==> config.mk <==
export PLATFORM = sky130hd
export DESIGN_NAME = isn_init_seq
export DESIGN_NICKNAME = d
export VERILOG_FILES = /design/src/shared/isn_pkg.sv /design/src/isn_crc8.sv /design/src/isn_init_seq.sv
export SDC_FILE = /design/constraint.sdc
export NUM_CORES = 1
export LEC_CHECK = 0
export BUFFER_PORTS_ARGS = -buffer_cell sky130_fd_sc_hd__buf_2
export CAP_MARGIN = 20
export CORE_MARGIN = 4
export CORE_UTILIZATION = 35
export CTS_CLUSTER_SIZE = 10
export DETAILED_ROUTE_END_ITERATION = 16
export GPL_TIMING_DRIVEN = 0
export PLACE_DENSITY = 0.64
export SYNTH_ARGS = -nofsm -noshare
export SYNTH_HDL_FRONTEND = slang
export SYNTH_SLANG_ARGS = --single-unit
==> constraint.sdc <==
create_clock -name core_clk_i -period 6.9 [get_ports core_clk_i]
set_input_delay 0 -clock core_clk_i [delete_from_list [all_inputs] [get_ports core_clk_i]]
set_output_delay 0 -clock core_clk_i [all_outputs]
set_load 0.005 [all_outputs]
==> src/shared/isn_pkg.sv <==
package isn_pkg;

	// Timing
	localparam int CLK_MHZ = 250;
	localparam int TICK_CYC = CLK_MHZ;
	localparam logic [7:0] TICK_LAST = 8'(TICK_CYC - 1);
	localparam int T_INIT_MS = 35;
	localparam int T_INIT_US = T_INIT_MS * 1000;
	localparam int T_TELEM_MS = 90;
	localparam int T_TELEM_US = T_TELEM_MS * 1000;
	localparam int RISE_MIN_US = 250;
	localparam int RISE_MIN_CYC = RISE_MIN_US * CLK_MHZ;
	localparam logic [15:0] RISE_MIN = 16'(RISE_MIN_US);
	localparam int TMR_W = 17;

	// Die temperature thresholds, degrees C
	localparam logic signed [9:0] NVM_WP_SET_C = 10'sh082;
	localparam logic signed [9:0] NVM_WP_CLR_C = 10'sh07D;
	localparam logic signed [9:0] OT_SET_C = 10'sh0A0;
	localparam logic signed [9:0] OT_HYST_C = 10'sh00A;
	localparam logic signed [9:0] OT_CLR_C = OT_SET_C - OT_HYST_C;

	// Serial addresses
	localparam logic [6:0] ADDR_RECOVERY = 7'h7C;
	localparam logic [6:0] ADDR_GLOBAL0 = 7'h5A;
	localparam logic [6:0] ADDR_GLOBAL1 = 7'h5B;
	localparam logic [6:0] ADDR_DEFAULT = 7'h4F;

	// Configuration word bits
	localparam int GCFG_IGNORE_RCFG_BIT = 6;
	localparam int CCFG_SHARE_REQ_BIT = 2;

	// NVM image: config words, fault log, CRC in the last word
	localparam int NVM_DW = 16;
	localparam int NVM_AW = 6;
	localparam logic [5:0] NVM_LAST = 6'h3F;
	localparam logic [5:0] FLOG_BASE = 6'h30;
	localparam logic [5:0] FLOG_LAST = 6'h3E;
	localparam logic [7:0] CRC_INIT = 8'h00;
	localparam logic [7:0] CRC_POLY = 8'h07;

	typedef enum logic [3:0] {
		ST_LOCKOUT,
		ST_LOAD,
		ST_CRC_FAIL,
		ST_INIT_WAIT,
		ST_WAIT_VIN,
		ST_OFF,
		ST_DELAY,
		ST_RISE,
		ST_ON
	} isn_state_t;

	typedef struct packed {
		logic [15:0] ton_delay_us;
		logic [15:0] ton_rise_us;
		logic [15:0] ton_max_us;
		logic [11:0] vout_set;
	} isn_seq_cfg_t;

	typedef struct packed {
		logic cml_byte;
		logic cml_word;
		logic nvm_crc_err;
	} isn_status_t;

	typedef struct packed {
		logic run_oe;
		logic fault_oe;
		logic pgood_oe;
		logic alert_oe;
		logic share_oe;
	} isn_pins_t;

endpackage

==> src/isn_crc8.sv <==
`timescale 1ns/10ps
module isn_crc8 #(
	parameter int DW = isn_pkg::NVM_DW
) (
	// Clock and reset
	input wire logic core_clk_i,
	input wire logic rst_n_i,
	// Data stream
	input wire logic clr_i,
	input wire logic en_i,
	input wire logic [DW-1:0] data_i,
	// Result
	output logic [7:0] crc_o
);
	logic [7:0] crc_reg;
	logic [7:0] crc_next;
	logic fb;

	// MSB first, one word per cycle
	always_comb begin
		fb = 1'b0;
		crc_next = crc_reg;
		for (int i = DW - 1; i >= 0; i--) begin
			fb = crc_next[7] ^ data_i[i];
			crc_next = {crc_next[6:0], 1'b0} ^ (fb ? isn_pkg::CRC_POLY : 8'h00);
		end
	end

	always_ff @(posedge core_clk_i or negedge rst_n_i) begin
		if (!rst_n_i) begin
			crc_reg <= isn_pkg::CRC_INIT;
		end else if (clr_i) begin
			crc_reg <= isn_pkg::CRC_INIT;
		end else if (en_i) begin
			crc_reg <= crc_next;
		end
	end

	assign crc_o = crc_reg;
endmodule // isn_crc8

==> src/isn_init_seq.sv <==
`timescale 1ns/10ps
module isn_init_seq #(
	parameter int INIT_US = isn_pkg::T_INIT_US,
	parameter int TELEM_US = isn_pkg::T_TELEM_US
) (
	// Clock and reset
	input wire logic core_clk_i,
	input wire logic rst_n_i,
	// Init triggers
	input wire logic supply_lockout_i,
	input wire logic restore_all_i,
	input wire logic vendor_soft_reset_cmd_i,
	// NVM read port
	output logic nvm_rd_req_o,
	output logic [5:0] nvm_rd_addr_o,
	input wire logic nvm_rd_valid_i,
	input wire logic [15:0] nvm_rd_data_i,
	// NVM write port
	input wire logic host_wr_req_i,
	input wire logic [5:0] host_wr_addr_i,
	input wire logic flog_wr_req_i,
	input wire logic [5:0] flog_wr_addr_i,
	output logic nvm_wr_o,
	output logic [5:0] nvm_wr_addr_o,
	output logic nvm_wr_blocked_o,
	// Command register load
	output logic cfg_wr_o,
	output logic [5:0] cfg_addr_o,
	output logic [15:0] cfg_data_o,
	input wire logic rcfg_present_i,
	output logic rcfg_apply_o,
	// Configuration
	input wire logic [15:0] global_config_word_i,
	input wire logic [15:0] channel_config_word_i,
	input wire isn_pkg::isn_seq_cfg_t seq_cfg_i,
	input wire logic ccm_select_i,
	input wire logic on_cmd_i,
	// Serial address
	input wire logic [6:0] address_select_inputs_i,
	input wire logic asel_open_i,
	input wire logic bus_addr_valid_i,
	input wire logic [6:0] bus_addr_i,
	output logic addr_ack_o,
	// Analog monitors
	input wire logic signed [9:0] die_temp_i,
	input wire logic vin_above_on_i,
	input wire logic vout_above_uv_i,
	input wire logic iout_oc_i,
	// Shared wires, sampled levels
	input wire logic run_pin_i,
	input wire logic shared_timebase_pin_i,
	// Power stage and status
	output isn_pkg::isn_pins_t pins_o,
	output logic gate_hold_o,
	output logic pwm_hiz_o,
	output logic switch_en_o,
	output logic dcm_o,
	output logic [11:0] vout_target_o,
	output isn_pkg::isn_status_t status_o,
	output logic telem_valid_o,
	output logic init_done_o
);
	isn_pkg::isn_state_t state_reg, state_next;
	logic [7:0] pre_reg;
	logic [16:0] tmr_reg, telem_reg;
	logic [5:0] rd_addr_reg;
	logic rd_pend_reg, crc_fail_reg, wp_reg, ot_reg, share_hold_reg;
	logic [6:0] own_addr_reg;
	logic [17:0] err_reg;
	logic [11:0] target_reg;
	logic dcm_reg;
	logic [7:0] crc_val;

	wire tick = (pre_reg == isn_pkg::TICK_LAST);
	wire init_cmd = restore_all_i | vendor_soft_reset_cmd_i;
	wire load_start = (state_next == isn_pkg::ST_LOAD) &&
		((state_reg != isn_pkg::ST_LOAD) || init_cmd);
	wire in_load = (state_reg == isn_pkg::ST_LOAD);
	wire rd_issue = in_load && !rd_pend_reg && !load_start;
	wire rd_take = in_load && rd_pend_reg && nvm_rd_valid_i;
	wire rd_last = rd_take && (rd_addr_reg == isn_pkg::NVM_LAST);
	wire crc_ok = (crc_val == nvm_rd_data_i[7:0]);
	wire ign_rcfg = global_config_word_i[isn_pkg::GCFG_IGNORE_RCFG_BIT];
	wire share_req = channel_config_word_i[isn_pkg::CCFG_SHARE_REQ_BIT];
	wire share_ok = !share_req || shared_timebase_pin_i;
	wire keep_on = on_cmd_i && run_pin_i && share_ok;
	wire delay_done = (tmr_reg >= {1'b0, seq_cfg_i.ton_delay_us});
	wire rise_skip = (seq_cfg_i.ton_rise_us < isn_pkg::RISE_MIN);
	wire rise_done = (tmr_reg >= {1'b0, seq_cfg_i.ton_rise_us}) &&
		(target_reg == seq_cfg_i.vout_set);
	wire tmax_zero = (seq_cfg_i.ton_max_us == 16'h0000);
	wire tmax_hit = (tmr_reg >= {1'b0, seq_cfg_i.ton_max_us});
	wire mode_go = tmax_zero ? (vout_above_uv_i && !iout_oc_i) : tmax_hit;
	wire init_hold = (state_reg == isn_pkg::ST_LOCKOUT) || in_load ||
		(state_reg == isn_pkg::ST_CRC_FAIL) ||
		(state_reg == isn_pkg::ST_INIT_WAIT);
	wire running = (state_reg == isn_pkg::ST_RISE) ||
		(state_reg == isn_pkg::ST_ON);
	wire switch_next = running && !ot_reg;
	wire in_rise = (state_reg == isn_pkg::ST_RISE);
	wire step = in_rise && (err_reg >= {2'b00, seq_cfg_i.ton_rise_us}) &&
		(target_reg < seq_cfg_i.vout_set);
	wire [17:0] err_add = tick ? {6'h00, seq_cfg_i.vout_set} : 18'h00000;
	wire [17:0] err_sub = step ? {2'b00, seq_cfg_i.ton_rise_us} : 18'h00000;
	wire flog_ok = (flog_wr_addr_i >= isn_pkg::FLOG_BASE) &&
		(flog_wr_addr_i <= isn_pkg::FLOG_LAST);
	wire wr_next = !wp_reg && (host_wr_req_i || (flog_wr_req_i && flog_ok));
	wire is_glob = (bus_addr_i == isn_pkg::ADDR_GLOBAL0) ||
		(bus_addr_i == isn_pkg::ADDR_GLOBAL1);
	wire is_own = crc_fail_reg ? (bus_addr_i == isn_pkg::ADDR_RECOVERY) :
		(bus_addr_i == own_addr_reg);
	wire ack_next = bus_addr_valid_i && (is_glob || is_own);
	wire [6:0] asel_addr = asel_open_i ? isn_pkg::ADDR_DEFAULT :
		address_select_inputs_i;

	isn_crc8 #(
		.DW(isn_pkg::NVM_DW)
	) u_crc (
		.core_clk_i(core_clk_i),
		.rst_n_i(rst_n_i),
		.clr_i(load_start),
		.en_i(rd_take && !rd_last),
		.data_i(nvm_rd_data_i),
		.crc_o(crc_val)
	);

	always_comb begin
		state_next = state_reg;
		case (state_reg)
		isn_pkg::ST_LOCKOUT: begin
			if (!supply_lockout_i) state_next = isn_pkg::ST_LOAD;
		end
		isn_pkg::ST_LOAD: begin
			if (rd_last) begin
				state_next = crc_ok ? isn_pkg::ST_INIT_WAIT :
					isn_pkg::ST_CRC_FAIL;
			end
		end
		isn_pkg::ST_CRC_FAIL: begin
			state_next = isn_pkg::ST_CRC_FAIL;
		end
		isn_pkg::ST_INIT_WAIT: begin
			if (tmr_reg >= 17'(INIT_US)) state_next = isn_pkg::ST_WAIT_VIN;
		end
		isn_pkg::ST_WAIT_VIN: begin
			if (vin_above_on_i) state_next = isn_pkg::ST_OFF;
		end
		isn_pkg::ST_OFF: begin
			if (keep_on) state_next = isn_pkg::ST_DELAY;
		end
		isn_pkg::ST_DELAY: begin
			if (!keep_on) begin
				state_next = isn_pkg::ST_OFF;
			end else if (delay_done) begin
				state_next = rise_skip ? isn_pkg::ST_ON :
					isn_pkg::ST_RISE;
			end
		end
		isn_pkg::ST_RISE: begin
			if (!keep_on) begin
				state_next = isn_pkg::ST_OFF;
			end else if (rise_done) begin
				state_next = isn_pkg::ST_ON;
			end
		end
		isn_pkg::ST_ON: begin
			if (!keep_on) state_next = isn_pkg::ST_OFF;
		end
		default: state_next = isn_pkg::ST_LOCKOUT;
		endcase
		if (init_cmd) state_next = isn_pkg::ST_LOAD;
		if (supply_lockout_i) state_next = isn_pkg::ST_LOCKOUT;
	end

	// Sequencer, prescaler and timers
	always_ff @(posedge core_clk_i or negedge rst_n_i) begin
		if (!rst_n_i) begin
			state_reg <= isn_pkg::ST_LOCKOUT;
			pre_reg <= 8'h00;
			tmr_reg <= 17'h00000;
			telem_reg <= 17'h00000;
		end else begin
			state_reg <= state_next;
			pre_reg <= tick ? 8'h00 : pre_reg + 8'h01;
			if (load_start || (state_next != state_reg &&
				(state_next == isn_pkg::ST_DELAY ||
				state_next == isn_pkg::ST_RISE))) begin
				tmr_reg <= 17'h00000;
			end else if (tick && tmr_reg != 17'h1FFFF) begin
				tmr_reg <= tmr_reg + 17'h00001;
			end
			if (init_hold) begin
				telem_reg <= 17'h00000;
			end else if (tick && telem_reg != 17'h1FFFF) begin
				telem_reg <= telem_reg + 17'h00001;
			end
		end
	end

	// NVM image load and CRC verdict
	always_ff @(posedge core_clk_i or negedge rst_n_i) begin
		if (!rst_n_i) begin
			rd_addr_reg <= 6'h00;
			rd_pend_reg <= 1'b0;
			crc_fail_reg <= 1'b0;
		end else begin
			if (load_start) begin
				rd_addr_reg <= 6'h00;
			end else if (rd_take) begin
				rd_addr_reg <= rd_addr_reg + 6'h01;
			end
			if (load_start || rd_take) begin
				rd_pend_reg <= 1'b0;
			end else if (rd_issue) begin
				rd_pend_reg <= 1'b1;
			end
			if (rd_last && !crc_ok) begin
				crc_fail_reg <= 1'b1;
			end else if (load_start) begin
				crc_fail_reg <= 1'b0;
			end
		end
	end

	// Address is taken only when an init starts, never on the fly
	always_ff @(posedge core_clk_i or negedge rst_n_i) begin
		if (!rst_n_i) begin
			own_addr_reg <= isn_pkg::ADDR_DEFAULT;
		end else if (load_start) begin
			own_addr_reg <= asel_addr;
		end
	end

	// Temperature hysteresis
	always_ff @(posedge core_clk_i or negedge rst_n_i) begin
		if (!rst_n_i) begin
			wp_reg <= 1'b0;
			ot_reg <= 1'b0;
		end else begin
			if (die_temp_i > isn_pkg::NVM_WP_SET_C) begin
				wp_reg <= 1'b1;
			end else if (die_temp_i < isn_pkg::NVM_WP_CLR_C) begin
				wp_reg <= 1'b0;
			end
			if (die_temp_i > isn_pkg::OT_SET_C) begin
				ot_reg <= 1'b1;
			end else if (die_temp_i < isn_pkg::OT_CLR_C) begin
				ot_reg <= 1'b0;
			end
		end
	end

	// Ramp accumulator: never steps down, so the target stays monotonic
	always_ff @(posedge core_clk_i or negedge rst_n_i) begin
		if (!rst_n_i) begin
			err_reg <= 18'h00000;
			target_reg <= 12'h000;
			dcm_reg <= 1'b1;
		end else begin
			err_reg <= in_rise ? err_reg + err_add - err_sub : 18'h00000;
			if (in_rise) begin
				target_reg <= target_reg + {11'h000, step};
			end else if (state_reg == isn_pkg::ST_ON) begin
				target_reg <= seq_cfg_i.vout_set;
			end else begin
				target_reg <= 12'h000;
			end
			if (state_reg != isn_pkg::ST_ON) begin
				dcm_reg <= 1'b1;
			end else if (mode_go) begin
				dcm_reg <= !ccm_select_i;
			end
		end
	end

	// Registered outputs
	always_ff @(posedge core_clk_i or negedge rst_n_i) begin
		if (!rst_n_i) begin
			share_hold_reg <= 1'b1;
			pins_o <= '{1'b1, 1'b1, 1'b1, 1'b0, 1'b1};
			gate_hold_o <= 1'b1;
			pwm_hiz_o <= 1'b1;
			switch_en_o <= 1'b0;
			nvm_rd_req_o <= 1'b0;
			nvm_wr_o <= 1'b0;
			nvm_wr_addr_o <= 6'h00;
			cfg_wr_o <= 1'b0;
			cfg_addr_o <= 6'h00;
			cfg_data_o <= 16'h0000;
			rcfg_apply_o <= 1'b0;
			addr_ack_o <= 1'b0;
			status_o <= '0;
			telem_valid_o <= 1'b0;
			init_done_o <= 1'b0;
		end else begin
			if (state_reg == isn_pkg::ST_WAIT_VIN) share_hold_reg <= 1'b0;
			pins_o.run_oe <= init_hold ||
				(state_reg == isn_pkg::ST_WAIT_VIN);
			pins_o.fault_oe <= init_hold;
			pins_o.pgood_oe <= !((state_reg == isn_pkg::ST_ON) &&
				vout_above_uv_i);
			pins_o.alert_oe <= crc_fail_reg;
			pins_o.share_oe <= share_hold_reg;
			gate_hold_o <= init_hold || !switch_next;
			pwm_hiz_o <= init_hold || !switch_next;
			switch_en_o <= switch_next;
			nvm_rd_req_o <= rd_issue;
			nvm_wr_o <= wr_next;
			nvm_wr_addr_o <= host_wr_req_i ? host_wr_addr_i : flog_wr_addr_i;
			cfg_wr_o <= rd_take && (rd_addr_reg < isn_pkg::FLOG_BASE);
			cfg_addr_o <= rd_addr_reg;
			cfg_data_o <= nvm_rd_data_i;
			rcfg_apply_o <= rd_last && crc_ok && rcfg_present_i &&
				!ign_rcfg;
			addr_ack_o <= ack_next;
			status_o <= '{crc_fail_reg, crc_fail_reg, crc_fail_reg};
			telem_valid_o <= !init_hold && (telem_reg >= 17'(TELEM_US));
			init_done_o <= !init_hold;
		end
	end

	assign nvm_rd_addr_o = rd_addr_reg;
	assign nvm_wr_blocked_o = wp_reg;
	assign dcm_o = dcm_reg;
	assign vout_target_o = target_reg;
endmodule // isn_init_seq

Word level (Yosys, flattened, before mapping)
Index checks and enable logic that the tools add are counted.
- input bits: 162
- register bits: 145
- output and inout bits: 66
- magnitude comparators: 15
- add/subtract/negate cells: 7
- bitwise logic cells: 33
- reductions and logical operators: 66
- multiplexer cells: 58
- equal/unequal tests: 24
- operators with widths (operator ; count):
    $xor A8 B8 Y8 ; 16
    $mux W17 ; 4
    $ge A17 B16 Y1 ; 3
    $mux W3 ; 16
    $mux W4 ; 12
    $mux W12 ; 3
    $pmux W4 S9 ; 1
    $add A17 B1 Y17 const B ; 2
    $ne A17 B17 Y1 const B ; 2
    $logic_and A1 B1 Y1 ; 28
    $eq A4 B3 Y1 const B ; 6
    $mux W8 ; 3
    $eq A7 B7 Y1 const B ; 3
    $gt A10 B9 Y1 const B ; 2
    $add A18 B12 Y18 ; 1
    $ge A18 B16 Y1 ; 1
    $mux W18 ; 1
    $mux W6 ; 3
    $reduce_bool A2 Y1 ; 9
    $sub A18 B16 Y18 ; 1
    $ge A17 B16 Y1 const B ; 1
    $ge A17 B17 Y1 const B ; 1
    $logic_not A16 Y1 ; 1
    $lt A16 B8 Y1 const B ; 1
    other kinds (28) ; 82

Logic depth before layout (Yosys ltp)
- depth in word-level cells: 50
- gate-level depth with buffers: 22

Hierarchy
A second synthesis with hierarchy kept.
- cell total of the unflattened synthesis: 1103
- area, all modules: 10314.9 µm²
- by module, submodules not included (module ; cells an instance ; instances ; area an instance (µm²)):
    isn_init_seq ; 1031 ; 1 ; 9479.1
    isn_crc8 ; 72 ; 1 ; 835.8

Worst setup path before layout
Ideal clock, no wire load.
- kind: register to register
- from: reg err_reg[0]
- to: reg err_reg[15]
- data arrival time: 4769 ps
- path slack: 2012 ps
- clock period less this slack: 4888 ps
- stages on the path, launching flop included: 23
- library setup time: 119 ps
- cell sequence: dfrtp_1 -> inv_1 -> ha_1 -> nand2b_1 -> a21o_1 -> a21o_1 -> a21o_1 -> a21o_1 -> a2111oi_0 -> o41a_1 -> clkbuf_1 -> nor3_1 -> fa_1 -> inv_1 -> ha_1 -> nand3_1 -> o2111ai_1 -> a41oi_1 -> nor2_1 -> nor4b_1 -> nor3_1 -> xor2_1 -> and2_1
- cells in the longest elaborated chain, start to end: 6
- elaborated cells between the ends (all ways): 7
- those cells by class: 2 x add/sub; 1 x order compare; 2 x mux; 2 x reduce/logical
- RTL lines (what ; RTL line ; source):
    start: declaration ; isn_init_seq.sv:69 ; logic [17:0] err_reg;
    start signal: assignment ; isn_init_seq.sv:260 ; err_reg <= in_rise ? err_reg + err_add - err_sub : 18'h00000;
    $ge A18 B16 Y1 ; isn_init_seq.sv:101 ; wire step = in_rise && (err_reg >= {2'b00, seq_cfg_i.ton_rise_us}) &&
    $logic_and A1 B1 Y1 (2 in a row) ; isn_init_seq.sv:101 ;
    $mux W16 ; isn_init_seq.sv:104 ; wire [17:0] err_sub = step ? {2'b00, seq_cfg_i.ton_rise_us} : 18'h00000;
    $sub A18 B16 Y18 (*) ; isn_init_seq.sv:260 ;
    $mux W18 (*) ; isn_init_seq.sv:260 ;
Every way passes the cells marked *; elsewhere a longest branch is shown, timed or not.
A chain may end at the register's enable or synchronous reset.

Worst setup path after layout
- from: reg state_reg[2]
- to: reg err_reg[15]
- cells in the longest elaborated chain, start to end: 6
- RTL lines (what ; RTL line ; source):
    start: declaration ; isn_init_seq.sv:63 ; isn_pkg::isn_state_t state_reg, state_next;
    start signal: assignment ; isn_init_seq.sv:178 ; state_reg <= isn_pkg::ST_LOCKOUT;
    start signal: assignment ; isn_init_seq.sv:183 ; state_reg <= state_next;
    $eq A4 B3 Y1 (*) ; isn_init_seq.sv:100 ; wire in_rise = (state_reg == isn_pkg::ST_RISE);
    $logic_and A1 B1 Y1 (2 in a row) ; isn_init_seq.sv:101 ;
    $mux W16 ; isn_init_seq.sv:104 ;
    $sub A18 B16 Y18 ; isn_init_seq.sv:260 ;
    $mux W18 (*) ; isn_init_seq.sv:260 ;
Marked as above.

==> results.json <==
{
  "critical_path_depth": 18,
  "synth_xor_area_share_pct": 10.0,
  "start_util_pct": 35.4,
  "ant_nets": 0,
  "synth_area_leader_cell": "dfrtp_1",
  "area_delta_synth_final_pct": 27.4,
  "slew_violations": 0,
  "layout_commonest_cell": "buf_2",
  "mostFrequentLayoutCells": "buf_2, dfrtp_1, inv_1",
  "syn-num-nets": 1384,
  "setup.worst_path.start": "state_reg[2]",
  "vias": 8849,
  "top_layer_used": "met4",
  "synthFlopType": "dfrtp_1",
  "dr_wl_met3_um": 1150,
  "leakage_nw": 6.36,
  "die_area_um2": 31800,
  "grtUsageTotal_pct": 17.8,
  "cp-endpoint": "err_reg[15]",
  "slew_headroom_pct": 29.8,
  "first_iter_violations": 415,
  "rsz0062_at_grt": "false",
  "fill_cells": 2804,
  "grt_antenna_before_repair": 2,
  "grt_start_max_net_pins": 83,
  "ys_seq_area_share_pct": 35.9,
  "cts_tree": "built",
  "drt-met1-wl_um": 12600,
  "synth_top_family_by_area": "simple AND/OR/NAND/NOR gates",
  "grt_pass1_wl_um": 45000,
  "post-place-ws_ps": 1210,
  "met2_length_um": 13700,
  "wl_per_cell_um": 15.8,
  "core_area_um2": 28700,
  "gp_congestion": 0.867,
  "register_area_um2": 3640,
  "hp-class": "input pin to register",
  "cp.buffers_inverters": 3,
  "synthAdderAreaFrac_pct": 16.0,
  "fmax_mhz": 171,
  "wl_um": 28100,
  "max-cap-violations": 0,
  "period_needed_ps": 5840,
  "synthSimpleGateAreaFrac_pct": 18.1,
  "setup_viol": 0,
  "portBuffers": 196,
  "r2r_slack_ps": 1060,
  "fin_crit_sh_pct": 84.6,
  "cts_sinks": 145,
  "syn_inst": 1099,
  "viasPerCell": 4.97,
  "final_cells": 1782,
  "critPathKind": "register to register",
  "pwr_density_cell_nw_per_um2": 181,
  "hold_viol_final": 0,
  "fin_area_um2": 12900,
  "cpLargestDelayFamily": "simple AND/OR/NAND/NOR gates",
  "die_w_um": 178,
  "ys_ff_latch": 145,
  "synth_compound_area_share_pct": 11.7,
  "largest_reg_flops": 18,
  "cp_max_fo": 10,
  "status": "completed",
  "synth_cell_type_count": 71,
  "cp-start-kind": "register",
  "worst_ir_drop_vdd_uv": 147,
  "multi_input_area_um2": 5900,
  "syn_avg_cell_area_um2": 9.24,
  "clockBufferDepth": 2,
  "worst_pin_slew_ps": 1050,
  "drive_above_1_share_pct": 19.7,
  "cpPeakStageDelay_ps": 580,
  "setup_tns_ps": 0,
  "htree_levels": 4,
  "drc": 0,
  "insertion_delay_ps": 430,
  "rows": 62,
  "crit_required_ps": 7220,
  "cp.arrival_ps": 6160,
  "path_cells": "clkbuf_1 > nor2b_1 > nand3_1 > a2111oi_0 > o21ai_0 > clkbuf_1 > nor3_1 > fa_1 > inv_1 > ha_1 > nand3_1 > o2111ai_1 > a41oi_1 > nor2_1 > nor4b_1 > nor3_1 > xor2_1 > and2_1",
  "hold_slack_ps": 36.6,
  "ys_warn_count": 0,
  "grt_pass1_vias": 8922,
  "synth-edff-count": 0,
  "die_h_um": 178,
  "dr.pass1.iters": 5,
  "fin_nets": 1668,
  "dp_cells": 1681,
  "synthMuxAreaShare_pct": 2.27,
  "r2r-end": "err_reg[15]",
  "fin_skew_ps": 13.1,
  "timing.final.ws_setup_ps": 1060,
  "clock-root-buffer": "clkbuf_16",
  "num_io_pins": 228,
  "crit_slowest_cell": "a2111oi_0",
  "synth.area.top_cells": "dfrtp_1, ha_1, xor2_1, inv_1, xnor2_1",
  "ys_async_sr_fraction_pct": 100,
  "worst_r2r_path_depth": 18,
  "end_kind": "register",
  "place_area_um2": 11700,
  "rr_startpoint": "state_reg[2]",
  "grt_overflow": 0,
  "clk_pin_slew_ps": 70,
  "synth_top_area_share_pct": 32.8,
  "cts_buffers": 17,
  "dp_hpwl_um": 22000,
  "syn_area_um2": 10200
}
cells in the mapped netlist, types with 4 or more instances:
cell / n
nor3b_1: 9
buf_4: 6
or3_1: 8
and3_1: 12
nand2_1: 74
o41ai_1: 4
o211ai_1: 5
dfstp_2: 12
a21o_1: 16
o2111ai_1: 5
buf_2: 5
a41oi_1: 4
o22ai_1: 14
mux2_2: 8
mux2i_1: 14
and4_1: 4
dfrtp_1: 133
nor3_1: 51
nand4_1: 15
ha_1: 111
o31ai_1: 6
a31oi_1: 6
a211o_1: 6
or2_2: 4
inv_1: 123
nor2b_1: 15
a2111oi_0: 4
nand3_1: 36
nand2b_1: 4
nor4_1: 11
fa_1: 12
o21ai_0: 33
xor2_1: 56
a21oi_1: 48
o21a_1: 5
and2_1: 5
nor2_1: 103
xnor2_1: 50
clkbuf_1: 14
stage by stage:
step           utilization (%)  total power, W
6_report                  45.1         0.00235
5_1_grt                   45.1         0.00247
4_1_cts                   45.1         0.00237
3_5_place_dp              40.6         0.00139
3_3_place_gp              40.5         0.00138
2_1_floorplan                -         0.00124
tightest hold or removal path, stage by stage:
cell and delay (ps):
buf_2 70, inv_1 30, a21oi_1 140, a21oi_1 50
nand3_1 90, o211ai_1 80
layer usage:
| layer | vias to the layer above | track usage [%] |
|---|---|---|
| met5 | - | 0 |
| met2 | 194 | 30.3 |
| met3 | 46 | 2.56 |
| met1 | 4221 | 23.2 |
| met4 | 0 | 5.69 |
| li1 | 4388 | - |
report_power, final:
| group | internal, W | switching (W) |
|---|---|---|
| combinational | 0.000248 | 0.000237 |
| sequential | 0.000886 | 0.0000288 |
| clock | 0.000494 | 0.000454 |
| total | 0.00163 | 0.000720 |
cells by family after synthesis:
logic type	after synthesis
and+or+nand+nor	367
AOI/OAI and AO/OA	181
buffers and inverters	151
DFF	145
adders and majority gates	123
xor gates and xnor gates	110
muxes	22
worst min path at each step:
stage | startpoint | to | slack (ps) | depth (start not counted)
floorplan | rst_n_i | addr_ack_o | -300 | 0
global placement | nvm_rd_data_i[0] | cfg_data_o[0] | 140 | 1
detailed placement | rst_n_i | vout_target_o[5] | 40 | 1
CTS | iout_oc_i | dcm_o | 20 | 6
global route | asel_open_i | own_addr_reg[4] | 20 | 3
finish | iout_oc_i | dcm_o | 40 | 6
area by class of cell:
type,count,share of cell area (%)
Clock buffer,17,3.29
Antenna cell,2,0.0387
Buffer,28,1.15
Multi-Input combinational cell,803,45.6
Inverter,123,3.57
Sequential cell,145,28.2
Tap cell,384,3.71
Timing Repair Buffer,265,13.1
Clock inverter,15,1.41
what timing repair did:
action,in CTS,in global routing
setup buffers,0,0
endpoints found under the hold margin,112,0
hold buffers,67,0
resized for setup,0,0
Power figures use the tool's default switching activity.
